[src/radio_mode_pkg.sv]
/*
  Shared definitions for the radio mode controller: mode encodings,
  mode-pin and radio-control carriers, and timing constants.
  Assumes a 200 MHz system clock.
*/
package radio_mode_pkg;

  // Clock period in picoseconds
  localparam int unsigned CLK_PERIOD_PS   = 5000;

  // Time from idle to commit of a new mode, in microseconds
  localparam int unsigned SETTLE_TIME_US  = 1000;
  // Longest time, so rounded down to whole cycles
  localparam int unsigned SETTLE_CYCLES   =
    (SETTLE_TIME_US * 1000000) / CLK_PERIOD_PS;
  localparam int unsigned SETTLE_COUNT_W  = 18;

  // Cycles that the synchronised pins must hold before a request counts
  localparam int unsigned STABLE_CYCLES   = 16;
  localparam int unsigned STABLE_COUNT_W  = 5;

  // Mode codes, {high pin, low pin}
  typedef enum logic [1:0] {
    MODE_TRANSPARENT = 2'h0,
    MODE_WOR_TX      = 2'h1,
    MODE_WOR_RX      = 2'h2,
    MODE_SLEEP       = 2'h3
  } mode_type;

  localparam mode_type RESET_MODE = MODE_TRANSPARENT;

  typedef struct packed {
    logic high;
    logic low;
  } mode_pins_type;

  typedef struct packed {
    logic rx_on;
    logic tx_on;
    logic preamble_on;
    logic wor_filter_on;
    logic config_on;
  } radio_ctrl_type;

  localparam radio_ctrl_type RESET_RADIO_CTRL = 5'h00;

endpackage : radio_mode_pkg

[src/mode_sync_filter.sv]
/*
  Two-flop synchroniser plus stability filter for a small group of
  level inputs. The filtered value changes only after the synchronised
  value has held for a fixed number of cycles.
  Assumes inputs may change at any time relative to sys_clk.
*/
`timescale 1ns/1ps
module mode_sync_filter #(
  parameter int unsigned WIDTH = 2
) (
  // Clock and reset
  input  wire logic             sys_clk,
  input  wire logic             reset,
  // Raw and filtered levels
  input  wire logic [WIDTH-1:0] raw,
  input  wire logic [WIDTH-1:0] reset_value,
  output logic      [WIDTH-1:0] stable
);

  logic [WIDTH-1:0]                         meta;
  logic [WIDTH-1:0]                         synced;
  logic [WIDTH-1:0]                         candidate;
  logic [radio_mode_pkg::STABLE_COUNT_W-1:0] hold_count;

  wire differs   = (synced != candidate);
  wire held_long = (hold_count ==
    radio_mode_pkg::STABLE_COUNT_W'(radio_mode_pkg::STABLE_CYCLES - 1));

  // Meta is read by synced alone
  always_ff @(posedge sys_clk) begin
    meta   <= raw;
    synced <= meta;
  end

  // Both bits must settle together, so a skewed pin pair is one request
  always_ff @(posedge sys_clk) begin
    if (reset) begin
      candidate  <= reset_value;
      stable     <= reset_value;
      hold_count <= '0;
    end else if (differs) begin
      candidate  <= synced;
      hold_count <= '0;
    end else if (held_long) begin
      stable     <= candidate;
    end else begin
      hold_count <= hold_count + 1'b1;
    end
  end

endmodule : mode_sync_filter

[src/radio_mode_controller.sv]
/*
  Operating-mode controller: decodes the mode-select pins, defers a mode
  change until pending serial and radio transfers finish, commits it
  after the settle time, and drives the busy indicator and radio enables.
  Assumes the datapath reports its pending work as levels and that the
  parameter store answers a configuration request with config_done.
*/
// Operation
// - Pins decode to four operating modes
// - Sleep: radio off, configuration still accepted
// - Idle change takes effect after settle time
// - Finish pending radio send before switching
// - Finish serial forwarding before switching
// - Commit only while busy indicator high
// - Sleep entered automatically after data drains; here only when the pins select sleep
// - Any change commits after current event
// - Transparent mode sends serial input over radio
// - Transparent mode receives and forwards radio data
// - Wake transmitter mode prepends wake preamble
// - Wake transmitter mode receives like transparent
// - Wake receiver: no transmit, wake packets only
// - Indicator low whenever any busy condition
// - Leaving sleep reconfigures with indicator low
`timescale 1ns/1ps
module radio_mode_controller #(
  parameter int unsigned SETTLE_CYCLES = radio_mode_pkg::SETTLE_CYCLES
) (
  // Clock and reset
  input  wire logic                     sys_clk,
  input  wire logic                     reset,
  // Mode select pins
  input  wire logic                     mode_select_high,
  input  wire logic                     mode_select_low,
  // Datapath status
  input  wire logic                     uart_rx_pending,
  input  wire logic                     radio_tx_active,
  input  wire logic                     uart_tx_pending,
  // Parameter store handshake
  input  wire logic                     config_done,
  output logic                          config_request,
  // Mode and radio control
  output radio_mode_pkg::mode_type      active_mode,
  output radio_mode_pkg::radio_ctrl_type radio_ctrl,
  output logic                          mode_commit,
  // Busy indicator, low while busy
  output logic                          busy_n
);

  // One-hot: each state test is a single flop, at the cost of width
  typedef enum logic [3:0] {
    ST_RUN    = 4'h1,
    ST_DRAIN  = 4'h2,
    ST_SETTLE = 4'h4,
    ST_CONFIG = 4'h8
  } ctrl_state_type;

  ctrl_state_type                             state;
  ctrl_state_type                             next_state;
  logic [radio_mode_pkg::SETTLE_COUNT_W-1:0]  settle_count;
  logic [1:0]                                 stable_pins;
  radio_mode_pkg::mode_pins_type              pins;
  radio_mode_pkg::mode_pins_type              reset_pins;
  radio_mode_pkg::mode_type                   requested_mode;
  radio_mode_pkg::radio_ctrl_type             next_radio_ctrl;

  assign pins.high  = mode_select_high;
  assign pins.low   = mode_select_low;
  assign reset_pins = radio_mode_pkg::RESET_MODE;

  // Filter latency is small beside the settle time and stops chatter
  mode_sync_filter #(
    .WIDTH       (2)
  ) pin_filter (
    .sys_clk     (sys_clk),
    .reset       (reset),
    .raw         (pins),
    .reset_value (reset_pins),
    .stable      (stable_pins)
  );

  // High pin is the upper bit of the mode code
  assign requested_mode = radio_mode_pkg::mode_type'(stable_pins);

  // Pending work in either direction holds the switch back
  wire data_busy = uart_rx_pending | radio_tx_active | uart_tx_pending;
  wire cfg_busy  = (state == ST_CONFIG);
  wire idle      = ~(data_busy | cfg_busy);

  wire change_wanted = (requested_mode != active_mode);
  wire settle_done   = (settle_count ==
    radio_mode_pkg::SETTLE_COUNT_W'(SETTLE_CYCLES - 1));
  wire leaving_sleep = (active_mode == radio_mode_pkg::MODE_SLEEP);
  wire commit_now    = (state == ST_SETTLE) & change_wanted & idle &
                       settle_done;

  // Indicator falls on the commit edge when sleep is left, so it is
  // never high while a reconfiguration is pending
  wire next_busy_n = idle & (next_state != ST_CONFIG);

  always_comb begin
    next_state = state;
    case (state)
      ST_RUN: begin
        if (change_wanted) begin
          next_state = ST_DRAIN;
        end
      end
      ST_DRAIN: begin
        if (!change_wanted) begin
          next_state = ST_RUN;
        end else if (idle) begin
          next_state = ST_SETTLE;
        end
      end
      ST_SETTLE: begin
        if (!change_wanted) begin
          next_state = ST_RUN;
        end else if (!idle) begin
          next_state = ST_DRAIN;
        end else if (settle_done) begin
          next_state = leaving_sleep ? ST_CONFIG : ST_RUN;
        end
      end
      ST_CONFIG: begin
        if (config_done) begin
          next_state = ST_RUN;
        end
      end
      default: begin
        next_state = ST_CONFIG;
      end
    endcase
  end

  // Radio enables follow the committed mode only
  always_comb begin
    next_radio_ctrl = radio_mode_pkg::RESET_RADIO_CTRL;
    case (active_mode)
      radio_mode_pkg::MODE_TRANSPARENT: begin
        next_radio_ctrl.tx_on = 1'b1;
        next_radio_ctrl.rx_on = 1'b1;
      end
      radio_mode_pkg::MODE_WOR_TX: begin
        next_radio_ctrl.tx_on       = 1'b1;
        next_radio_ctrl.preamble_on = 1'b1;
        next_radio_ctrl.rx_on       = 1'b1;
      end
      radio_mode_pkg::MODE_WOR_RX: begin
        next_radio_ctrl.rx_on         = 1'b1;
        next_radio_ctrl.wor_filter_on = 1'b1;
      end
      radio_mode_pkg::MODE_SLEEP: begin
        next_radio_ctrl.config_on = 1'b1;
      end
      default: begin
        next_radio_ctrl = radio_mode_pkg::RESET_RADIO_CTRL;
      end
    endcase
  end

  // Reset acts as power-on: a configuration pass runs first, busy low
  always_ff @(posedge sys_clk) begin
    if (reset) begin
      state <= ST_CONFIG;
    end else begin
      state <= next_state;
    end
  end

  // Counter restarts whenever work reappears, so settle time is idle time
  always_ff @(posedge sys_clk) begin
    if (reset || state != ST_SETTLE || !idle) begin
      settle_count <= '0;
    end else if (!settle_done) begin
      settle_count <= settle_count + 1'b1;
    end
  end

  always_ff @(posedge sys_clk) begin
    if (reset) begin
      active_mode <= radio_mode_pkg::RESET_MODE;
    end else if (commit_now) begin
      active_mode <= requested_mode;
    end
  end

  // One pulse per switch, so downstream state reloads only once
  always_ff @(posedge sys_clk) begin
    if (reset) begin
      mode_commit <= 1'b0;
    end else begin
      mode_commit <= commit_now;
    end
  end

  // Registered so the radio never sees a decode glitch
  always_ff @(posedge sys_clk) begin
    if (reset) begin
      radio_ctrl <= radio_mode_pkg::RESET_RADIO_CTRL;
    end else begin
      radio_ctrl <= next_radio_ctrl;
    end
  end

  always_ff @(posedge sys_clk) begin
    if (reset) begin
      busy_n <= 1'b0;
    end else begin
      busy_n <= next_busy_n;
    end
  end

  // Raised with the state change, so the store starts at once
  always_ff @(posedge sys_clk) begin
    if (reset) begin
      config_request <= 1'b0;
    end else begin
      config_request <= (next_state == ST_CONFIG);
    end
  end

endmodule : radio_mode_controller

[config.mk]
export PLATFORM = sky130hd
export DESIGN_NAME = radio_mode_controller
export DESIGN_NICKNAME = d
export VERILOG_FILES = /design/src/radio_mode_pkg.sv /design/src/mode_sync_filter.sv /design/src/radio_mode_controller.sv
export SDC_FILE = /design/constraint.sdc
export NUM_CORES = 1
export LEC_CHECK = 0
export BUFFER_PORTS_ARGS = -buffer_cell sky130_fd_sc_hd__buf_2
export CORE_MARGIN = 4
export CORE_UTILIZATION = 50
export CTS_CLUSTER_SIZE = 14
export DETAILED_ROUTE_END_ITERATION = 16
export GPL_ROUTABILITY_DRIVEN = 1
export GPL_TIMING_DRIVEN = 0
export MAX_ROUTING_LAYER = met4
export PLACE_DENSITY = 0.72
export REMOVE_ABC_BUFFERS = 1
export SKIP_CTS_REPAIR_TIMING = 1
export SLEW_MARGIN = 10
export SYNTH_ARGS = -nofsm -noshare
export SYNTH_HDL_FRONTEND = slang
export SYNTH_SLANG_ARGS = --single-unit
export TNS_END_PERCENT = 1
[constraint.sdc]
create_clock -name sys_clk -period 1.86 [get_ports sys_clk]
set_input_delay 0.465 -clock sys_clk [delete_from_list [all_inputs] [get_ports sys_clk]]
set_output_delay 0.465 -clock sys_clk [all_outputs]
set_load 0.02 [all_outputs]
==> impl_metrics.yaml, run 1 <==
pwr:
  cellPowerDensity_mw_per_mm2: 819
  ir_drop_v: 0.000569
  p_leak_nw: 0.840
cts:
  clock_latency_ns: 0.30
  cts_num_sinks: 45
  cts-buffers-inserted: 5
  tritoncts: "built"
  clkTransAtPathRegs_ns: 0.08
  clockBufferDepth: 2
  root_buffer: "clkbuf_8"
  htreeDepth: 2
critical_path:
  path_max_fanout: 4
  cp_top_family: "simple AND/OR/NAND/NOR gates"
  start_kind: "flip-flop"
  critPathSlowestCell: "or4_4"
  crit_chain: "nor4b_4 -> nand4_2 -> or4_4 -> o22a_1 -> o211a_1"
  cpPeakStageDelay_ns: 0.59
  cp.arrival_ns: 2.07
  cp_num_buf_inv: 0
  crit_required_ns: 2.06
  critical_path_class: "reg2reg"
  end_kind: "flip-flop"
hold_path:
  hold_path.class: "in2reg"
cells_and_area:
  syn2layout_area_growth_pct: 15.3
  drive_gt1_frac: 0.172
  layout.cells.non_filler: 280
  layout.nets: 243
  antenna_cells: 0
sta:
  skew_ns: 0.00482
  layout_min_cycle_time_ns: 1.88
  worst_slack_ns: -0.0163
  slew_viol_final: 0
  setup_viol: 1
  worst_pin_slew_ns: 0.423
  rsz0062_at_grt: "yes"
  slew_headroom: 0.717
  setup-tns-final_ns: -0.0163
  post-route-period-util: 1.01
  hold_viol: 0
  fmax_mhz: 533
synth:
  synth_top_area_share: 0.477
  async_flop_share: 0
  seq_area_frac_synth: 0.477
  ys_top_cells_by_area: "dfxtp_1 (48%), nor2_1 (8.6%), xor2_1 (6.0%)"
  ys_seq_elements: 45
  synthAdderAreaFrac: 0.0199
  synth_compound_area_frac: 0.0796
  syn_area_sq_mm: 0.00189
  synth_xor_area_frac: 0.0975
  synthSimpleGateAreaFrac: 0.278
  syn_inst: 212
  yosys-top-cells-count: "dfxtp_1 (45), nor2_1 (43), xor2_1 (13)"
  yosysMostFrequentCell: "dfxtp_1"
  synth_cell_types: 39
  yosys.area.top_type: "dfxtp_1"
  synth.yosys.warnings: 0
  synth_top_family_by_area: "simple AND/OR/NAND/NOR gates"
  synth_flop_cell: "dfxtp_1"
  synth.avg_cell_area_sq_um: 8.90
  synthMuxAreaShare: 0.0265
  synth_edf_count: 0
routing:
  drt_first_pass_iters: 5
  viasPerCell: 5.18
  wl_per_cell_microns: 12.1
  drt_iter0_drc: 89
  drc: 0
  drtAntennaViolNets: 0
  via_count: 1451
  wirelength_microns: 3400
global_routing:
  grt_max_degree: 20
  grt_pass1_vias: 1286
  grt_overflow: 0
  grt_pass1_wl_microns: 5620
  antenna_found_initial: 0
  grtUsageTotal: 0.147
place:
  portBuffers: 17
  dp_hpwl_microns: 2180
  gp_congestion: 0.760
  place_inst: 270
  pre_cts_ws_ns: -0.326
die:
  start_util: 0.515
  core_region_area_sq_mm: 0.00366
  row_count: 22
  io_pins: 18
  dieArea_sq_mm: 0.00482
  die_x_microns: 69.4
  die-height_microns: 69.4
flow_run:
  cap_violations: 0
outcome:
  violations: "negative setup slack"
  status: "finished with violations"
[registers in the layout (all words and copies together) (netlist names)]
signal	count
settle_count	18
pin_filter.hold_count	5
radio_ctrl	5
state	4
active_mode	2
pin_filter.candidate	2
pin_filter.meta	2
pin_filter.stable	2
pin_filter.synced	2
busy_n	1
config_request	1
mode_commit	1
[final cells by class]
type / instances / area, sq um
Tap cell: 48 / 60.1
Sequential cell: 45 / 906
Inverter: 3 / 11.3
Fill cell: 320 / 1490
Multi-Input combinational cell: 157 / 983
Clock inverter: 2 / 38.8
Timing Repair Buffer: 20 / 108
Clock buffer: 5 / 68.8
[final timing paths]
path | startpoint | end | slack, ns | depth (start not counted)
max | settle_count[9]$_SDFFE_PP0P_ | busy_n$_SDFF_PP0_ | -0.02 | 5
min | mode_select_low | pin_filter.meta[0]$_DFF_P_ | 0.27 | 1
max reg2reg | settle_count[9]$_SDFFE_PP0P_ | busy_n$_SDFF_PP0_ | -0.02 | 5
min reg2reg | pin_filter.meta[0]$_DFF_P_ | pin_filter.synced[0]$_DFF_P_ | 0.33 | 0
[routing by layer]
metal | wire (microns) | up-vias | track usage
met4 | 31 | 0 | 0.0521
met3 | 123 | 4 | 0.0493
li1 | - | 755 | -
met5 | 0 | - | -
met1 | 1630 | 675 | 0.182
met2 | 1610 | 17 | 0.221
[worst register-to-register path: cells and delay by family, from the launching register on]
kind,cells,cell delay [ns]
simple gates,3,1.06
flops,1,0.37
compound gates,2,0.34
[per-stage QoR]
stage / util / hold slack, ns / total power, mW / cell area (sq um)
detailed placement: 0.547 / 0.312 / 1.08 / 2000
global route: 0.594 / 0.252 / 1.85 / 2180
global placement: 0.547 / 0.310 / 1.08 / 2000
CTS: 0.577 / 0.258 / 1.80 / 2110
finish: 0.594 / 0.266 / 1.78 / 2180
floorplan: - / 0.310 / 1.05 / 1860
[cell families (layout without fill, tap and decap cells)]
group	after synthesis	in the layout
and+or+nand+nor	103	103
AOI/OAI and AO/OA	25	25
DFF	45	45
buffers and inverters	10	30
xor gates and xnor gates	21	21
muxes	5	5
adders and majority gates	3	3
[cells in the final DEF, fill, tap and decap left out, drive strengths merged, types with 5 or more instances in the layout]
cell type  count
a21oi         10
and3           7
buf           20
clkbuf         5
dfxtp         45
mux2i          5
nand2         12
nand2b         5
nand3         10
nor2          43
o21ai          7
xnor2          8
xor2          13
[power breakdown]
group	switching (mW)	internal, mW
Combinational	0.0361	0.0287
Sequential	0.0129	0.979
Clock	0.329	0.398
Total	0.378	1.41
No activity file was read; power rests on OpenSTA's default activity.
==> run 2: changes to the inputs <==
ABC_AREA = 1   (was not set)
PLACE_DENSITY = 0.76   (was 0.72)
REMOVE_ABC_BUFFERS = not set   (was 1)
==> run 2 against run 1 <==
Net effect: the run now ends clean; core utilization down 1.9 points; via count up 25%; synthesized cell count up 36%; hold slack better by 0.0019 ns; fmax up 11%; largest cell class unchanged.
==> impl_metrics.yaml, run 2 <==
outcome:
  status: "completed"
cells_and_area:
  mostFrequentLayoutCells: "nand2_1 (60), nor2_1 (56), dfxtp_1 (45)"
  layout_commonest_cell: "nand2_1"
  syn2layout_area_growth_pct: 11.6
  postLayoutCoreUtil: 0.576
  layout.nets: 323
  antenna_cells: 0
  layout.cells.non_filler: 363
  reg_top3: "settle_count x18, pin_filter.hold_count x5, radio_ctrl x5"
  largest_register_ffs: 18
  drive_gt1_frac: 0.141
  top_register: "settle_count"
sta:
  fmax_mhz: 594
  skew_ns: 0.00738
  slew_headroom: 0.691
  worst_pin_slew_ns: 0.463
  setup-tns-final_ns: 0
  setup_viol: 0
  hold_viol: 0
  layout_min_cycle_time_ns: 1.68
  slew_viol_final: 0
  post-route-period-util: 0.905
  rsz0062_at_grt: "no"
global_routing:
  grt_pass1_wl_microns: 7390
  antenna_found_initial: 0
  grt_max_degree: 15
  grt_overflow: 0
  grtUsageTotal: 0.183
  grt_pass1_vias: 1784
cts:
  clock_latency_ns: 0.30
  cts-buffers-inserted: 5
  htreeDepth: 2
  cts_num_sinks: 45
  root_buffer: "clkbuf_8"
  tritoncts: "built"
  clockBufferDepth: 2
  clkTransAtPathRegs_ns: 0.08
critical_path:
  cp.depth: 7
  reg2reg_from: "settle_count[0]$_SDFFE_PP0P_"
  crit_chain: "ha_2 -> nand3_2 -> nor3_4 -> nand2_2 -> nor2_2 -> xnor2_1 -> nor2_1"
  path_max_fanout: 6
  cp_top_family: "simple AND/OR/NAND/NOR gates"
  cp-startpoint: "settle_count[0]$_SDFFE_PP0P_"
  cpPeakStageDelay_ns: 0.46
  critPathCapture: "settle_count[12]$_SDFFE_PP0P_"
  regToRegEndpoint: "settle_count[12]$_SDFFE_PP0P_"
  critPathSlowestCell: "dfxtp_1"
  cp.arrival_ns: 1.87
  cp_num_buf_inv: 0
  rr_worst_depth: 7
  end_kind: "flip-flop"
  start_kind: "flip-flop"
  critical_path_class: "reg2reg"
  rrSetupSlack_ns: 0.18
  crit_required_ns: 2.05
routing:
  wl_per_cell_microns: 11.1
  wirelength_microns: 4030
  viasPerCell: 5.00
  drc: 0
  drtAntennaViolNets: 0
  via_count: 1815
  drt_iter0_drc: 118
  drt_first_pass_iters: 4
die:
  die-height_microns: 72.0
  die_x_microns: 72.0
  row_count: 23
  dieArea_sq_mm: 0.00518
  core_region_area_sq_mm: 0.00397
  io_pins: 18
  start_util: 0.516
synth:
  synth_cell_types: 27
  syn_inst: 288
  synthesis.nets: 299
  synth.yosys.warnings: 0
  synth_edf_count: 0
  synth.avg_cell_area_sq_um: 7.11
  syn_area_sq_mm: 0.00205
  yosys-top-cells-count: "nand2_1 (60), nor2_1 (56), dfxtp_1 (45)"
  synth_top_area_share: 0.440
  synth_flop_cell: "dfxtp_1"
  seq_area_frac_synth: 0.440
  async_flop_share: 0
  ys_seq_elements: 45
  yosysMostFrequentCell: "nand2_1"
  yosys.area.top_type: "dfxtp_1"
  ys_top_cells_by_area: "dfxtp_1 (44%), nand2_1 (11%), nor2_1 (10%)"
place:
  portBuffers: 17
  dp_hpwl_microns: 3000
  gp_congestion: 0.862
  place_inst: 355
pwr:
  ir_drop_v: 0.000471
  p_leak_nw: 0.946
  p_total_mw: 1.67
  cellPowerDensity_mw_per_mm2: 732
hold_path:
  min-delay-start: "mode_select_low"
  hold_path.class: "in2reg"
flow_run:
  cap_violations: 0
==> run 2: cell count changes after synthesis, moves of 4 or more <==
cell / before / now
nand2_1: 12 / 60
nand4_1: 3 / 8
clkbuf_1: 5 / 1
inv_1: 3 / 36
nand3_1: 10 / 17
mux2i_1: 5 / 0
xnor2_1: 8 / 2
a21oi_1: 10 / 21
nand2_2: 0 / 5
nor2_1: 43 / 56
and3_1: 7 / 0
nand2b_1: 5 / 0
xor2_1: 13 / 4
==> run 2: logic make-up (layout without fill, tap and decap cells) <==
| kind of cell | after synthesis | count (layout) | share of synthesized area |
|---|---|---|---|
| buffers and inverters | 41 | 66 | 0.0794 |
| AND/OR/NAND/NOR | 163 | 163 | 0.360 |
| XOR/XNOR | 6 | 6 | 0.0257 |
| adder cells (fa/ha/maj) | 3 | 3 | 0.0183 |
| flip-flops | 45 | 45 | 0.440 |
| AO/OA/AOI/OAI | 30 | 30 | 0.0770 |
==> run 2: per-stage QoR <==
step	hold WS (ns)	setup WS (ns)	cell area, sq um
2_1_floorplan	0.310	0.435	2050
3_3_place_gp	0.310	0.216	2200
3_5_place_dp	0.319	0.167	2200
4_1_cts	0.262	0.158	2280
5_1_grt	0.253	0.0309	2290
6_report	0.268	0.177	2290
==> run 2: layer usage <==
metal,track usage,vias up,part of all wire
met5,-,-,0
met4,0.0668,0,0.012
met3,0.0512,6,0.054
met2,0.297,33,0.48
met1,0.218,817,0.45
li1,-,959,-
==> run 2: worst min path at each step <==
stage	end	slack (ns)	depth (start not counted)
CTS	pin_filter.meta[0]$_DFF_P_	0.26	1
global placement	pin_filter.synced[0]$_DFF_P_	0.31	0
floorplan	pin_filter.synced[0]$_DFF_P_	0.31	0
global route	pin_filter.meta[0]$_DFF_P_	0.25	1
finish	pin_filter.meta[0]$_DFF_P_	0.27	1
detailed placement	pin_filter.synced[0]$_DFF_P_	0.32	0
==> run 2: where the power goes <==
group / switching, mW / internal, mW
registers: 0.00952 / 0.981
logic: 0.0494 / 0.0301
clock network: 0.337 / 0.265
total: 0.396 / 1.28
==> run 2: cell type report <==
cell class / instances / area [sq um]
buffer: 3 / 20.0
clock buffer: 6 / 72.6
clock inverter: 2 / 15.0
fill: 403 / 1690
inverter: 38 / 143
multi-input combinational: 202 / 987
sequential: 45 / 901
tap: 50 / 62.6
timing repair buffer: 17 / 85.1
==> run 3: changes to the inputs <==
ABC_CLOCK_PERIOD_IN_PS = 1860   (was not set)
CELL_PAD_IN_SITES_DETAIL_PLACEMENT = 0   (was not set)
CELL_PAD_IN_SITES_GLOBAL_PLACEMENT = 1   (was not set)
CORE_UTILIZATION = 38   (was 50)
PLACE_DENSITY = 0.79   (was 0.76)
==> run 3 against run 2 <==
Net effect: clock skew is 0.0082 ns higher; register-to-register slack is essentially flat; core utilization shrank 12 points; via count is 1.3% lower; routed wire length is 1.2% higher; critical path depth is 1 higher; die area is 28% higher; setup slack improved by 0.0019 ns; combinational power shrank 0.8%; clock power is 23% higher; sequential share of layout area shrank 0.78 points; highest routed layer unchanged.
==> impl_metrics.yaml, run 3 (synthesized netlist as in run 2, its figures left out) <==
pwr:
  seqPwrFrac: 0.546
  switching_share: 0.219
  p_leak_nw: 0.967
  cellPowerDensity_mw_per_mm2: 777
  clockPowerShare: 0.410
  ir_drop_v: 0.000373
  p_switching_mw: 0.397
  p_int_mw: 1.42
  p_comb_frac: 0.044
  p_total_mw: 1.81
cts:
  cts_num_sinks: 45
  clkTransAtPathRegs_ns: 0.10
  clock_latency_ns: 0.30
  htreeDepth: 2
  cts-buffers-inserted: 5
  root_buffer: "clkbuf_8"
  tritoncts: "built"
  clockBufferDepth: 2
global_routing:
  grt_overflow: 0
  grt_pass1_wl_microns: 7310
  antenna_found_initial: 0
  grtUsageTotal: 0.145
  grt_pass1_vias: 1693
  grt_max_degree: 15
routing:
  viasPerCell: 4.68
  drt_iter0_drc: 65
  drtAntennaViolNets: 0
  wirelength_microns: 4080
  wl_per_cell_microns: 10.7
  drc: 0
  drt_first_pass_iters: 4
  via_count: 1792
die:
  row_count: 26
  start_util: 0.396
  core_region_area_sq_mm: 0.00517
  die-height_microns: 81.4
  die_x_microns: 81.4
  io_pins: 18
  dieArea_sq_mm: 0.00663
sta:
  fmax_mhz: 595
  skew_ns: 0.0156
  post-route-period-util: 0.904
  worst_pin_slew_ns: 0.513
  setup-tns-final_ns: 0
  slew_viol_final: 0
  layout_min_cycle_time_ns: 1.68
  setup_viol: 0
  rsz0062_at_grt: "no"
  hold_viol: 0
  slew_headroom: 0.658
cells_and_area:
  final_area_sq_mm: 0.00233
  top_register: "settle_count"
  drive_gt1_frac: 0.137
  antenna_cells: 0
  layout.nets: 323
  layout_commonest_cell: "nand2_1"
  largest_register_ffs: 18
  reg_top3: "settle_count x18, pin_filter.hold_count x5, radio_ctrl x5"
  fillers: 560
  syn2layout_area_growth_pct: 13.9
  mostFrequentLayoutCells: "nand2_1 (60), nor2_1 (56), dfxtp_1 (45)"
critical_path:
  path_common_cell: "nor2_1"
  rrSetupSlack_ns: 0.18
  path_max_fanout: 5
  crit_required_ns: 2.07
  cpPeakStageDelay_ns: 0.42
  critPathSlowestCell: "dfxtp_1"
  cp.arrival_ns: 1.89
  crit_chain: "ha_1 -> nand3_2 -> nor2_1 -> nand2_2 -> nor2_1 -> nand2_1 -> nand2_1 -> nor2_1"
  cp_top_family: "simple AND/OR/NAND/NOR gates"
  end_kind: "flip-flop"
  cp_num_buf_inv: 0
  start_kind: "flip-flop"
  critical_path_class: "reg2reg"
outcome:
  status: "completed"
flow_run:
  cap_violations: 0
place:
  dp_hpwl_microns: 3050
  portBuffers: 17
  place_area_sq_mm: 0.00222
  gp_congestion: 0.810
hold_path:
  hold_path.class: "in2reg"
-- run 3: cell count changes in the layout (fill, tap and decap cells not counted) --
cell        change
bufinv_16       +1
ha_1            +1
clkinvlp_4      -2
ha_2            -1
clkinv_4        +1
-- run 3: worst reg2reg max path: stages, from the launching register on --
cell	delay, ns
dfxtp_1	0.42
ha_1	0.28
nand3_2	0.16
nor2_1	0.16
nand2_2	0.12
nor2_1	0.25
nand2_1	0.09
nand2_1	0.07
nor2_1	0.04
-- run 3: final timing paths --
kind / to / cells past startpoint / from
hold / removal: pin_filter.meta[0]$_DFF_P_ / 1 / mode_select_low
setup / recovery: active_mode[1]$_SDFFE_PP0P_ / 8 / settle_count[0]$_SDFFE_PP0P_
hold reg to reg: pin_filter.synced[1]$_DFF_P_ / 0 / pin_filter.meta[1]$_DFF_P_
setup reg to reg: active_mode[1]$_SDFFE_PP0P_ / 8 / settle_count[0]$_SDFFE_PP0P_
-- run 3: final cells by class --
cell class	count	area (sq um)	share of cell area
flip-flops and latches	45	901	0.386
clock buffers	6	72.6	0.0311
inverters	38	143	0.0612
plain buffers	3	20.0	0.00858
multi-input cells	202	985	0.422
clock inverters	2	38.8	0.0166
repair buffers	17	85.1	0.0365
well taps	70	87.6	0.0376
-- run 3: power by group through the flow --
stage	logic (mW)	clock network [mW]	registers (mW)
after floorplan	0.0489	0	1.02
after global placement	0.0797	0	1.01
after detailed placement	0.0799	0	1.01
after CTS	0.0799	0.774	0.990
after global routing	0.0924	0.807	0.993
final	0.0789	0.743	0.990
-- run 3: stage by stage --
step	instances	util	setup WS (ns)	hold WS (ns)
2_1_floorplan	288	-	0.435	0.310
3_3_place_gp	375	0.429	0.165	0.310
3_5_place_dp	375	0.429	0.160	0.315
4_1_cts	383	0.451	0.155	0.250
5_1_grt	383	0.451	0.0343	0.250
6_report	383	0.451	0.179	0.267
-- run 3: per-layer routing --
layer | vias up | share of wire | track usage | wire length (microns)
met4 | 0 | 0.013 | 0.0456 | 53
li1 | 954 | - | - | -
met5 | - | 0 | - | 0
met3 | 6 | 0.047 | 0.0362 | 190
met1 | 801 | 0.48 | 0.179 | 1960
met2 | 31 | 0.46 | 0.234 | 1880
